$ cat src/design/sbc_pkg.sv
// Purpose: Shared constants, types and timing for the MCU control block
// Assumes: 200 MHz system clock
// Notes:   Long counts feed top-level parameters so a bench can shorten them
package sbc_pkg;
	// Clock period
	localparam int CLK_NS        = 5;
	// Reset pulse driven on the reset pin
	localparam int RST_PULSE_NS  = 1000000;
	localparam int RST_PULSE_CYC = (RST_PULSE_NS + CLK_NS - 1) / CLK_NS;
	// Normal request timeout
	localparam int NREQ_TMO_NS   = 150000000;
	localparam int NREQ_TMO_CYC  = NREQ_TMO_NS / CLK_NS;
	// Watchdog default period (strap open)
	localparam int WD_DEF_NS     = 150000000;
	localparam int WD_DEF_CYC    = WD_DEF_NS / CLK_NS;
	// Watchdog window period (strap through resistor)
	localparam int WD_WIN_NS     = 20000000;
	localparam int WD_WIN_CYC    = WD_WIN_NS / CLK_NS;
	// Cyclic sense period and on time
	localparam int CS_PERIOD_NS  = 50000000;
	localparam int CS_PERIOD_CYC = CS_PERIOD_NS / CLK_NS;
	localparam int CS_ON_NS      = 10000;
	localparam int CS_ON_CYC     = (CS_ON_NS + CLK_NS - 1) / CLK_NS;
	// Reset pin glitch filter, least stable time
	localparam int RST_FILT_NS   = 1000;
	localparam logic [7:0] RST_FILT_CYC = 8'((RST_FILT_NS + CLK_NS - 1) / CLK_NS);
	// Serial frame length
	localparam logic [3:0] FRAME_BITS = 4'h8;
	// Frame commands
	localparam logic [2:0] CMD_READ = 3'h0;
	localparam logic [2:0] CMD_MODE = 3'h1;
	localparam logic [2:0] CMD_HS   = 3'h2;
	localparam logic [2:0] CMD_LS   = 3'h3;
	localparam logic [2:0] CMD_MUX  = 3'h4;
	localparam logic [2:0] CMD_CFG  = 3'h5;
	localparam logic [2:0] CMD_WDT  = 3'h6;
	// Mode request codes
	localparam logic [1:0] REQ_NORMAL = 2'h0;
	localparam logic [1:0] REQ_STOP   = 2'h1;
	localparam logic [1:0] REQ_SLEEP  = 2'h2;
	// Analog multiplexer sources
	localparam logic [1:0] MUX_BATT   = 2'h0;
	localparam logic [1:0] MUX_WAKE_A = 2'h1;
	localparam logic [1:0] MUX_WAKE_B = 2'h2;
	localparam logic [1:0] MUX_TEMP   = 2'h3;
	// Watchdog strap decode
	localparam logic [1:0] STRAP_GND  = 2'h0;
	localparam logic [1:0] STRAP_OPEN = 2'h1;
	localparam logic [1:0] STRAP_RES  = 2'h2;
	// Operating states
	typedef enum logic [4:0] {
		ST_RESET  = 5'h01,
		ST_NREQ   = 5'h02,
		ST_NORMAL = 5'h04,
		ST_STOP   = 5'h08,
		ST_SLEEP  = 5'h10
	} sbc_mode_t;
	// One received frame
	typedef struct packed {
		logic [2:0] cmd;
		logic [4:0] arg;
	} sbc_frame_t;
	// Sticky event flags
	typedef struct packed {
		logic [3:0] fault;
		logic       wake;
	} sbc_evt_t;
	// Software configuration
	typedef struct packed {
		logic       hs_on;
		logic       hs_pwm;
		logic       ls_a_on;
		logic       ls_b_on;
		logic       ls_pwm;
		logic [1:0] mux_sel;
		logic       div_hi;
		logic       cyc_en;
		logic       lin_fast;
	} sbc_cfg_t;
	localparam sbc_cfg_t CFG_RST = '0;
endpackage

$ cat src/design/sbc_mcu_ctrl.sv
// Purpose: MCU-facing control of a system basis chip: serial slave, reset pin,
//          interrupt, watchdog strap, PWM gating, wake inputs and mux select
// Assumes: All pins are asynchronous to clk and pass two flip-flops
// Notes:   Long counts are parameters so a bench can shorten them
`timescale 1ns/1ps
`default_nettype none
module sbc_mcu_ctrl
	import sbc_pkg::*;
#(
	parameter int unsigned RST_CYC  = RST_PULSE_CYC,
	parameter int unsigned NREQ_CYC = NREQ_TMO_CYC,
	parameter int unsigned WDD_CYC  = WD_DEF_CYC,
	parameter int unsigned WDW_CYC  = WD_WIN_CYC,
	parameter int unsigned CSP_CYC  = CS_PERIOD_CYC
) (
	input  wire logic       clk,
	input  wire logic       rst,
	input  wire logic       sclk,
	input  wire logic       cs_n,
	input  wire logic       mosi,
	output logic            miso_o,
	output logic            miso_oe,
	input  wire logic       rst_pin_n_i,
	output logic            rst_pin_n_o,
	output logic            rst_pin_n_oe,
	output logic            irq_n,
	input  wire logic [1:0] watchdog_strap_pin,
	input  wire logic       pwm_drive_input,
	input  wire logic       wake_input_a,
	input  wire logic       wake_input_b,
	input  wire logic [3:0] fault_i,
	output logic            high_side_switch,
	output logic            low_side_switch_a,
	output logic            low_side_switch_b,
	output logic [1:0]      analog_mux_output,
	output logic            divider_hi_ratio,
	output logic            divider_conn_a,
	output logic            divider_conn_b,
	output logic            regulator_on,
	output logic            regulator_limited,
	output logic            lin_enable,
	output logic            lin_slew_fast,
	output logic [4:0]      mode_state
);
	////////////////////////////////////////////////////////////////////////
	// Input synchronisers
	logic [12:0] s1_q;                // First stage, read only by s2
	logic [12:0] s2_q;                // Safe synchronised copy
	logic        sclk_s3_q;           // Edge history of serial clock
	logic        cs_s3_q;             // Edge history of chip select
	// Stages run through reset, so the strap is valid when it is caught
	always_ff @(posedge clk) begin
		s1_q <= {sclk, cs_n, mosi, rst_pin_n_i, pwm_drive_input, wake_input_a,
			wake_input_b, fault_i, watchdog_strap_pin};
		s2_q <= s1_q;
		if (rst) begin
			// Idle levels, so no false edge follows reset
			sclk_s3_q <= 1'b0;
			cs_s3_q   <= 1'b1;
		end else begin
			sclk_s3_q <= s2_q[12];
			cs_s3_q   <= s2_q[11];
		end
	end
	logic       sclk_s, cs_s, mosi_s, rstp_s, pwm_s, wa_s, wb_s;
	logic [3:0] flt_s;
	logic [1:0] strap_s;
	assign {sclk_s, cs_s, mosi_s, rstp_s, pwm_s, wa_s, wb_s, flt_s, strap_s} = s2_q;
	logic sclk_rise, sclk_fall, cs_fall, cs_rise;
	assign sclk_rise = sclk_s & ~sclk_s3_q;
	assign sclk_fall = ~sclk_s & sclk_s3_q;
	assign cs_fall   = ~cs_s & cs_s3_q;
	assign cs_rise   = cs_s & ~cs_s3_q;

	////////////////////////////////////////////////////////////////////////
	// Serial slave
	logic [7:0] rx_q, rx_d;           // Incoming shift register
	logic [7:0] tx_q, tx_d;           // Outgoing shift register
	logic [3:0] bit_q, bit_d;         // Bits taken this frame
	logic       frm_q, frm_d;         // Frame accepted pulse
	sbc_frame_t frame_q, frame_d;     // Latched frame
	sbc_evt_t   snap_q, snap_d;       // Flags reported this frame
	sbc_evt_t   evt_q, evt_d;         // Sticky event flags
	sbc_mode_t  mode_q, mode_d;       // Operating state
	logic       rd_a, rd_b;           // Digital wake states for reading
	always_comb begin
		rx_d    = rx_q;
		tx_d    = tx_q;
		bit_d   = bit_q;
		frm_d   = 1'b0;
		frame_d = frame_q;
		snap_d  = snap_q;
		if (cs_fall) begin
			// Load status byte at frame start
			bit_d  = 4'h0;
			snap_d = evt_q;
			tx_d   = {evt_q, rd_a, rd_b, 1'b0};
		end else if (!cs_s) begin
			if (sclk_rise) begin
				// Sample input on rising clock
				rx_d = {rx_q[6:0], mosi_s};
				if (bit_q != 4'hf)
					bit_d = bit_q + 4'h1;
			end
			if (sclk_fall)
				tx_d = {tx_q[6:0], 1'b0};
		end
		if (cs_rise && bit_q == FRAME_BITS) begin
			// Latch only complete frames
			frm_d   = 1'b1;
			frame_d = rx_q;
		end // Other counts dropped
	end
	always_ff @(posedge clk) begin
		if (rst) begin
			rx_q    <= 8'h00;
			tx_q    <= 8'h00;
			bit_q   <= 4'h0;
			frm_q   <= 1'b0;
			frame_q <= '0;
			snap_q  <= '0;
		end else begin
			rx_q    <= rx_d;
			tx_q    <= tx_d;
			bit_q   <= bit_d;
			frm_q   <= frm_d;
			frame_q <= frame_d;
			snap_q  <= snap_d;
		end
	end
	assign miso_o  = tx_q[7];
	assign miso_oe = ~cs_s;

	////////////////////////////////////////////////////////////////////////
	// Reset pin filter and strap capture
	logic [7:0] flt_cnt_q, flt_cnt_d; // Stability counter
	logic       rstf_q, rstf_d;       // Filtered pin level
	logic [1:0] strap_q, strap_d;     // Strap caught after reset
	logic       strap_ok_q, strap_ok_d;
	always_comb begin
		rstf_d     = rstf_q;
		flt_cnt_d  = 8'h00;
		strap_d    = strap_q;
		strap_ok_d = 1'b1;
		if (!strap_ok_q)
			strap_d = strap_s;
		if (rstp_s != rstf_q) begin
			// Level must hold before it is believed
			flt_cnt_d = flt_cnt_q + 8'h01;
			if (flt_cnt_d >= RST_FILT_CYC) begin
				rstf_d    = rstp_s;
				flt_cnt_d = 8'h00;
			end
		end
	end
	always_ff @(posedge clk) begin
		if (rst) begin
			flt_cnt_q  <= 8'h00;
			rstf_q     <= 1'b1;
			strap_q    <= STRAP_GND;
			strap_ok_q <= 1'b0;
		end else begin
			flt_cnt_q  <= flt_cnt_d;
			rstf_q     <= rstf_d;
			strap_q    <= strap_d;
			strap_ok_q <= strap_ok_d;
		end
	end
	logic rst_rel;                    // Filtered pin just released
	logic rstf_dly_q;
	always_ff @(posedge clk) begin
		if (rst)
			rstf_dly_q <= 1'b1;
		else
			rstf_dly_q <= rstf_q;
	end
	assign rst_rel = rstf_q & ~rstf_dly_q;

	////////////////////////////////////////////////////////////////////////
	// Configuration, watchdog, cyclic sense and mode machine
	sbc_cfg_t    cfg_q, cfg_d;        // Software settings
	logic [31:0] tmr_q, tmr_d;        // Mode timer
	logic [31:0] wd_q, wd_d;          // Watchdog counter
	logic [31:0] cyc_q, cyc_d;        // Cyclic sense counter
	logic [1:0]  smp_q, smp_d;        // Last cyclic samples
	logic        smp_v_q, smp_v_d;    // Sample history valid
	logic [1:0]  lvl_q, lvl_d;        // Previous wake levels
	logic        drv_q, drv_d;        // Driving reset pin low
	logic        wd_fail;
	logic        cyc_on, lx_wake, cyc_wake;
	logic        use_a, use_b;
	logic        active;
	logic [31:0] wd_per;
	assign active = (mode_q == ST_NREQ) || (mode_q == ST_NORMAL);
	assign use_a  = (cfg_q.mux_sel != MUX_WAKE_A);
	assign use_b  = (cfg_q.mux_sel != MUX_WAKE_B);
	assign rd_a   = wa_s & use_a;
	assign rd_b   = wb_s & use_b;
	assign wd_per = (strap_q == STRAP_RES) ? WDW_CYC : WDD_CYC;
	assign cyc_on = cfg_q.cyc_en && cyc_q < CS_ON_CYC;
	assign lx_wake = !cfg_q.cyc_en && (((wa_s != lvl_q[1]) && use_a) ||
		((wb_s != lvl_q[0]) && use_b));
	assign cyc_wake = cfg_q.cyc_en && smp_v_q && cyc_q == CS_ON_CYC &&
		({rd_a, rd_b} != smp_q);
	always_comb begin
		cfg_d   = cfg_q;
		mode_d  = mode_q;
		tmr_d   = tmr_q + 32'h1;
		wd_d    = wd_q;
		cyc_d   = cyc_q;
		smp_d   = smp_q;
		smp_v_d = smp_v_q;
		lvl_d   = {wa_s, wb_s};
		drv_d   = drv_q;
		wd_fail = 1'b0;
		// Decode accepted frames
		if (frm_q && (active || mode_q == ST_STOP)) begin
			unique case (frame_q.cmd)
				CMD_HS: begin
					cfg_d.hs_on  = frame_q.arg[0];
					cfg_d.hs_pwm = frame_q.arg[1];
				end
				CMD_LS: begin
					cfg_d.ls_a_on = frame_q.arg[0];
					cfg_d.ls_b_on = frame_q.arg[1];
					cfg_d.ls_pwm  = frame_q.arg[2];
				end
				CMD_MUX: begin
					cfg_d.mux_sel = frame_q.arg[1:0];
					cfg_d.div_hi  = frame_q.arg[2];
				end
				CMD_CFG: begin
					cfg_d.cyc_en   = frame_q.arg[0];
					cfg_d.lin_fast = frame_q.arg[1];
				end
				CMD_WDT: begin
					// Early trigger in closed half fails
					if (strap_q == STRAP_RES && wd_q < (wd_per >> 1))
						wd_fail = 1'b1;
					wd_d = 32'h0;
				end
				default: begin
				end
			endcase
		end
		// Watchdog runs in Normal unless strapped off
		if (mode_q == ST_NORMAL && strap_q != STRAP_GND) begin
			wd_d = wd_d + 32'h1;
			if (wd_q >= wd_per)
				wd_fail = 1'b1;
		end else
			wd_d = 32'h0;
		// Cyclic sense timing in low power
		if (cfg_q.cyc_en && (mode_q == ST_STOP || mode_q == ST_SLEEP)) begin
			cyc_d = (cyc_q >= CSP_CYC - 1) ? 32'h0 : cyc_q + 32'h1;
			if (cyc_q == CS_ON_CYC) begin
				smp_d   = {rd_a, rd_b};
				smp_v_d = 1'b1;
			end
		end else begin
			cyc_d   = 32'h0;
			smp_v_d = 1'b0;
		end
		unique case (mode_q)
			ST_RESET: begin
				// Hold pin low for the reset pulse, then release
				if (tmr_q >= RST_CYC - 1)
					drv_d = 1'b0;
				if (!drv_q && rst_rel)
					mode_d = ST_NREQ;
			end
			ST_NREQ: begin
				if (frm_q && frame_q.cmd == CMD_MODE && frame_q.arg[1:0] == REQ_NORMAL)
					mode_d = ST_NORMAL;
				else if (tmr_q >= NREQ_CYC - 1)
					mode_d = ST_RESET;
			end
			ST_NORMAL: begin
				if (frm_q && frame_q.cmd == CMD_MODE && frame_q.arg[1:0] == REQ_STOP)
					mode_d = ST_STOP;
				else if (frm_q && frame_q.cmd == CMD_MODE && frame_q.arg[1:0] == REQ_SLEEP)
					mode_d = ST_SLEEP;
			end
			ST_STOP: begin
				if (cs_rise || lx_wake || cyc_wake)
					mode_d = ST_NREQ;
			end
			ST_SLEEP: begin
				if (lx_wake || cyc_wake)
					mode_d = ST_RESET;
			end
		endcase
		if (wd_fail)
			mode_d = ST_RESET;
		// External reset of the MCU restarts in Normal Request
		if (mode_q != ST_RESET && rst_rel)
			mode_d = ST_NREQ;
		if (mode_d != mode_q) begin
			tmr_d = 32'h0;
			drv_d = (mode_d == ST_RESET);
		end
	end
	always_ff @(posedge clk) begin
		if (rst) begin
			cfg_q   <= CFG_RST;
			mode_q  <= ST_RESET;
			tmr_q   <= 32'h0;
			wd_q    <= 32'h0;
			cyc_q   <= 32'h0;
			smp_q   <= 2'h0;
			smp_v_q <= 1'b0;
			lvl_q   <= 2'h0;
			drv_q   <= 1'b1;
		end else begin
			cfg_q   <= cfg_d;
			mode_q  <= mode_d;
			tmr_q   <= tmr_d;
			wd_q    <= wd_d;
			cyc_q   <= cyc_d;
			smp_q   <= smp_d;
			smp_v_q <= smp_v_d;
			lvl_q   <= lvl_d;
			drv_q   <= drv_d;
		end
	end

	////////////////////////////////////////////////////////////////////////
	// Event flags and interrupt
	logic rst_low;                    // Reset pin seen low
	logic irq_n_q, irq_n_d;
	logic stop_wake;
	assign rst_low   = !rstf_q || drv_q;
	assign stop_wake = (mode_q == ST_STOP) && (lx_wake || cyc_wake);
	always_comb begin
		evt_d = evt_q;
		// Status read clears what it reported
		if (frm_q && frame_q.cmd == CMD_READ)
			evt_d = evt_q & ~snap_q;
		// Setting wins over the clear
		if (active && !rst_low)
			evt_d.fault = evt_d.fault | flt_s;
		if (stop_wake && !rst_low)
			evt_d.wake = 1'b1;
		irq_n_d = !((|evt_d) && !rst_low &&
			(active || mode_q == ST_STOP));
	end
	always_ff @(posedge clk) begin
		if (rst) begin
			evt_q   <= '0;
			irq_n_q <= 1'b1;
		end else begin
			evt_q   <= evt_d;
			irq_n_q <= irq_n_d;
		end
	end

	////////////////////////////////////////////////////////////////////////
	// Registered outputs
	logic hs_q, lsa_q, lsb_q, hs_d, lsa_d, lsb_d;
	always_comb begin
		// PWM steers switches only when enabled and active
		hs_d  = active && (cfg_q.hs_pwm ? pwm_s : cfg_q.hs_on);
		lsa_d = active && (cfg_q.ls_pwm ? pwm_s : cfg_q.ls_a_on);
		lsb_d = active && (cfg_q.ls_pwm ? pwm_s : cfg_q.ls_b_on);
		if (cyc_on && (mode_q == ST_STOP || mode_q == ST_SLEEP))
			hs_d = 1'b1;
	end
	always_ff @(posedge clk) begin
		if (rst) begin
			hs_q  <= 1'b0;
			lsa_q <= 1'b0;
			lsb_q <= 1'b0;
		end else begin
			hs_q  <= hs_d;
			lsa_q <= lsa_d;
			lsb_q <= lsb_d;
		end
	end
	assign high_side_switch  = hs_q;
	assign low_side_switch_a = lsa_q;
	assign low_side_switch_b = lsb_q;
	assign analog_mux_output = cfg_q.mux_sel;
	assign divider_hi_ratio  = cfg_q.div_hi;
	assign divider_conn_a    = !use_a;
	assign divider_conn_b    = !use_b;
	assign regulator_on      = (mode_q != ST_SLEEP);
	assign regulator_limited = (mode_q == ST_STOP);
	assign lin_enable        = active;
	assign lin_slew_fast     = cfg_q.lin_fast;
	assign mode_state        = mode_q;
	assign irq_n             = irq_n_q;
	assign rst_pin_n_o       = 1'b0;
	assign rst_pin_n_oe      = drv_q;
endmodule // sbc_mcu_ctrl
`default_nettype wire

$ cat config.mk
export PLATFORM = sky130hd
export DESIGN_NAME = sbc_mcu_ctrl
export DESIGN_NICKNAME = d
export VERILOG_FILES = /design/src/design/sbc_pkg.sv /design/src/design/sbc_mcu_ctrl.sv
export SDC_FILE = /design/constraint.sdc
export NUM_CORES = 1
export LEC_CHECK = 0
export BUFFER_PORTS_ARGS = -buffer_cell sky130_fd_sc_hd__buf_2
export CAP_MARGIN = 25
export CORE_ASPECT_RATIO = 1.4
export CORE_MARGIN = 3
export CORE_UTILIZATION = 42
export CTS_CLUSTER_SIZE = 8
export DETAILED_ROUTE_END_ITERATION = 8
export GPL_TIMING_DRIVEN = 0
export HOLD_SLACK_MARGIN = 0.08
export SLEW_MARGIN = 20
export SYNTH_ARGS = -nofsm -noshare
export SYNTH_HDL_FRONTEND = slang
export SYNTH_SLANG_ARGS = --single-unit
export TNS_END_PERCENT = 30
$ cat constraint.sdc
create_clock -name clk -period 3.55 [get_ports clk]
set_clock_uncertainty 0.05 [all_clocks]
set_input_delay 0.71 -clock clk [delete_from_list [all_inputs] [get_ports clk]]
set_output_delay 0.71 -clock clk [all_outputs]
set_load 0.01 [all_outputs]
==> results.py <==
metrics = {
    "setup_path": {
        "crit_required_ps": 3820,
        "slowest_delay_ps": 600,
        "cp_max_fo": 15,
        "end_kind": "flop",
        "cp_slowest_cell": "or4_1",
        "start_kind": "flop",
        "criticalPathCategory": "reg2reg",
        "cp_cell_sequence": "nand2b_1, buf_4, inv_2, ha_1, nand4_1, or4_1, nor4_4, or3_2, a221oi_2, o22ai_4, buf_12, o21bai_4",
        "arrival_ps": 3560,
    },
    "floorplanning": {
        "num_rows": 62,
        "start_util": 0.4340,
        "dieHeight_um": 179.8,
        "die_area_um2": 23390,
        "io-pin-count": 37,
        "die_width_um": 130.1,
        "core_um2": 20870,
    },
    "logic_synthesis": {
        "ys_ff_latch": 198,
        "synth_edf_count": 0,
        "ys_seq_area_frac": 0.4376,
        "synth.cell_area_um2": 9057,
        "yosys.cell_types.count": 83,
        "syn_area_per_cell_um2": 8.889,
        "synth_common_cells": "dfxtp_1 (198), nor2_1 (146), nand2_1 (116)",
        "synth_cells": 1019,
        "async_flop_share": 0,
        "yosys.area.top_type": "dfxtp_1",
        "synth_ff_type": "dfxtp_1",
        "synth_top_area_frac": 0.4376,
        "yosysMostFrequentCell": "dfxtp_1",
        "yosys-top-cells-area": "dfxtp_1 (44%), nor2_1 (6.1%), nand2_1 (4.8%)",
        "ys_warn_count": 0,
    },
    "placement": {
        "placed_cell_area_um2": 9583,
        "portBuffers": 35,
        "place_hpwl_mm": 13.93,
        "gp_congestion": 0.8461,
    },
    "cells_and_area": {
        "antenna_cells": 0,
        "num-nets-final": 1113,
        "area_delta_synth_final_pct": 13.61,
        "utilization": 0.4931,
        "design_area_um2": 10290,
        "nFillCells": 2002,
        "drive_above_1_share": 0.1345,
        "regArea_um2": 3965,
        "multiInputGateArea_um2": 4833,
    },
    "clock_network": {
        "cts_buffers": 17,
        "cts_tree": "done",
        "cts_hold_buf": 0,
        "cts-root-buf": "clkbuf_16",
        "cts.htree.levels": 4,
        "cts_buffer_depth": 2,
        "insertion_delay_ps": 430,
        "path_clk_slew_ps": 80,
        "clock-sinks": 198,
    },
    "routing": {
        "routed_wl_mm": 18.97,
        "drtIter0Drc": 365,
        "drt-pass1-iter-count": 4,
        "viasPerCell": 5.249,
        "drc": 0,
        "wl_per_cell_um": 14.06,
        "num_vias": 7081,
        "ant_nets": 0,
    },
    "sta": {
        "finalCriticalPeriod_ps": 3291,
        "max_slew_margin": 0.4086,
        "rsz0062_at_grt": "yes",
        "period_share": 0.9270,
        "whs_ps": 279.2,
        "setup_viol": 0,
        "fmax_mhz": 303.9,
        "worst_slew_pin_slew_ps": 864.7,
        "slew_viol_final": 0,
        "hold_viol": 0,
    },
    "power_and_ir_drop": {
        "power_density_nw_per_um2": 436.3,
        "leakage_nw": 3.822,
        "ir_drop_mv": 0.3254,
    },
    "grt": {
        "grt_util_all_layers": 0.1678,
        "antenna_found_initial": 0,
        "grt_pass1_wl_mm": 32.32,
        "grt_pass1_vias": 6826,
        "gr-total-overflow": 0,
        "grt_start_max_net_pins": 23,
    },
    "min_path": {
        "hp-class": "reg2reg",
    },
    "flow_run": {
        "drv_cap": 0,
    },
    "run_status": {
        "status": "completed",
    },
}
[worst paths after layout]
kind / from / slack [ps] / endpoint / depth (start not counted)
max: strap_q[0] / 260 / rst_pin_n_oe / 12
min: s1_q[10] / 280 / s2_q[10] / 0
max reg2reg: strap_q[0] / 260 / rst_pin_n_oe / 12
min reg2reg: s1_q[10] / 280 / s2_q[10] / 0
[placed cells by master (no fill, tap or decap), types with 14 or more instances in the layout]
master       n
dfxtp_1    197
nor2_1     146
nand2_1    115
xor2_1      48
xnor2_1     48
a21oi_1     42
nand3_1     41
buf_2       38
and3_1      31
nor3_2      29
inv_1       26
nor3_1      22
mux2i_1     22
nand4_1     20
o21ai_0     18
ha_1        18
clkbuf_1    17
clkbuf_16   17
and4_1      14
[power by group]
part / switching, W / internal, W
logic: 0.000114 / 0.0000661
clock network: 0.000990 / 0.00104
registers: 0.0000239 / 0.00225
total: 0.00113 / 0.00336
[cells by family after synthesis]
family,Yosys count,share of synthesized area
simple gates,485,0.2796
flops,198,0.4376
compound gates,125,0.09546
xor+xnor,96,0.09283
buf+inv,69,0.03868
mux,27,0.03053
fa+ha+maj,18,0.02487
other cells,1,0.0004140
[area by class of cell]
class / instances / area share
Buffer: 40 / 0.02432
Clock buffer: 17 / 0.04134
Clock inverter: 15 / 0.02091
Inverter: 28 / 0.01021
Multi-Input combinational cell: 760 / 0.4697
Sequential cell: 198 / 0.3853
Tap cell: 256 / 0.03113
Timing Repair Buffer: 35 / 0.01702
[sequential cells by signal (all words and copies together) (netlist names), 6 cells and up]
signal and flops:
cfg_q 6, cyc_q 32, flt_cnt_q 8, frame_q 6, rx_q 8, s1_q 13
s2_q 13, tmr_q 32, tx_q 7, wd_q 32
[what timing repair did]
item,CTS,global route
setup buffers,0,0
resized for setup,5,13
pin swaps,0,1
setup endpoints to repair,9,37
[through the flow]
step	cells	setup TNS [ps]	power [W]	worst slack [ps]
after global placement	1318	-3560	0.002508	-571.0
after detailed placement	1318	-3517	0.002508	-551.2
final	1349	0	0.004490	259.2
after CTS	1349	0	0.004544	46.25
after global routing	1349	-4.206	0.004662	-4.206
after floorplan	1027	0	0.002457	317.7
[worst max-delay path: cells and delay by family, from the launching register on]
kind                     cells  cell delay [ps]
AND/OR/NAND/NOR              5             1380
buffers and inverters        3              520
AO/OA/AOI/OAI                3              460
flip-flops                   1              390
adder cells (fa/ha/maj)      1              380
[metal layers]
| metal | up-vias | wire length, µm | global-route usage |
|---|---|---|---|
| met2 | 100 | 9485 | 0.2883 |
| met4 | 0 | 297 | 0.05158 |
| met5 | - | 0 | 0 |
| met1 | 3312 | 8601 | 0.2093 |
| li1 | 3644 | - | - |
| met3 | 25 | 583 | 0.03355 |
Note: power is estimated with default switching activity, not from simulation.
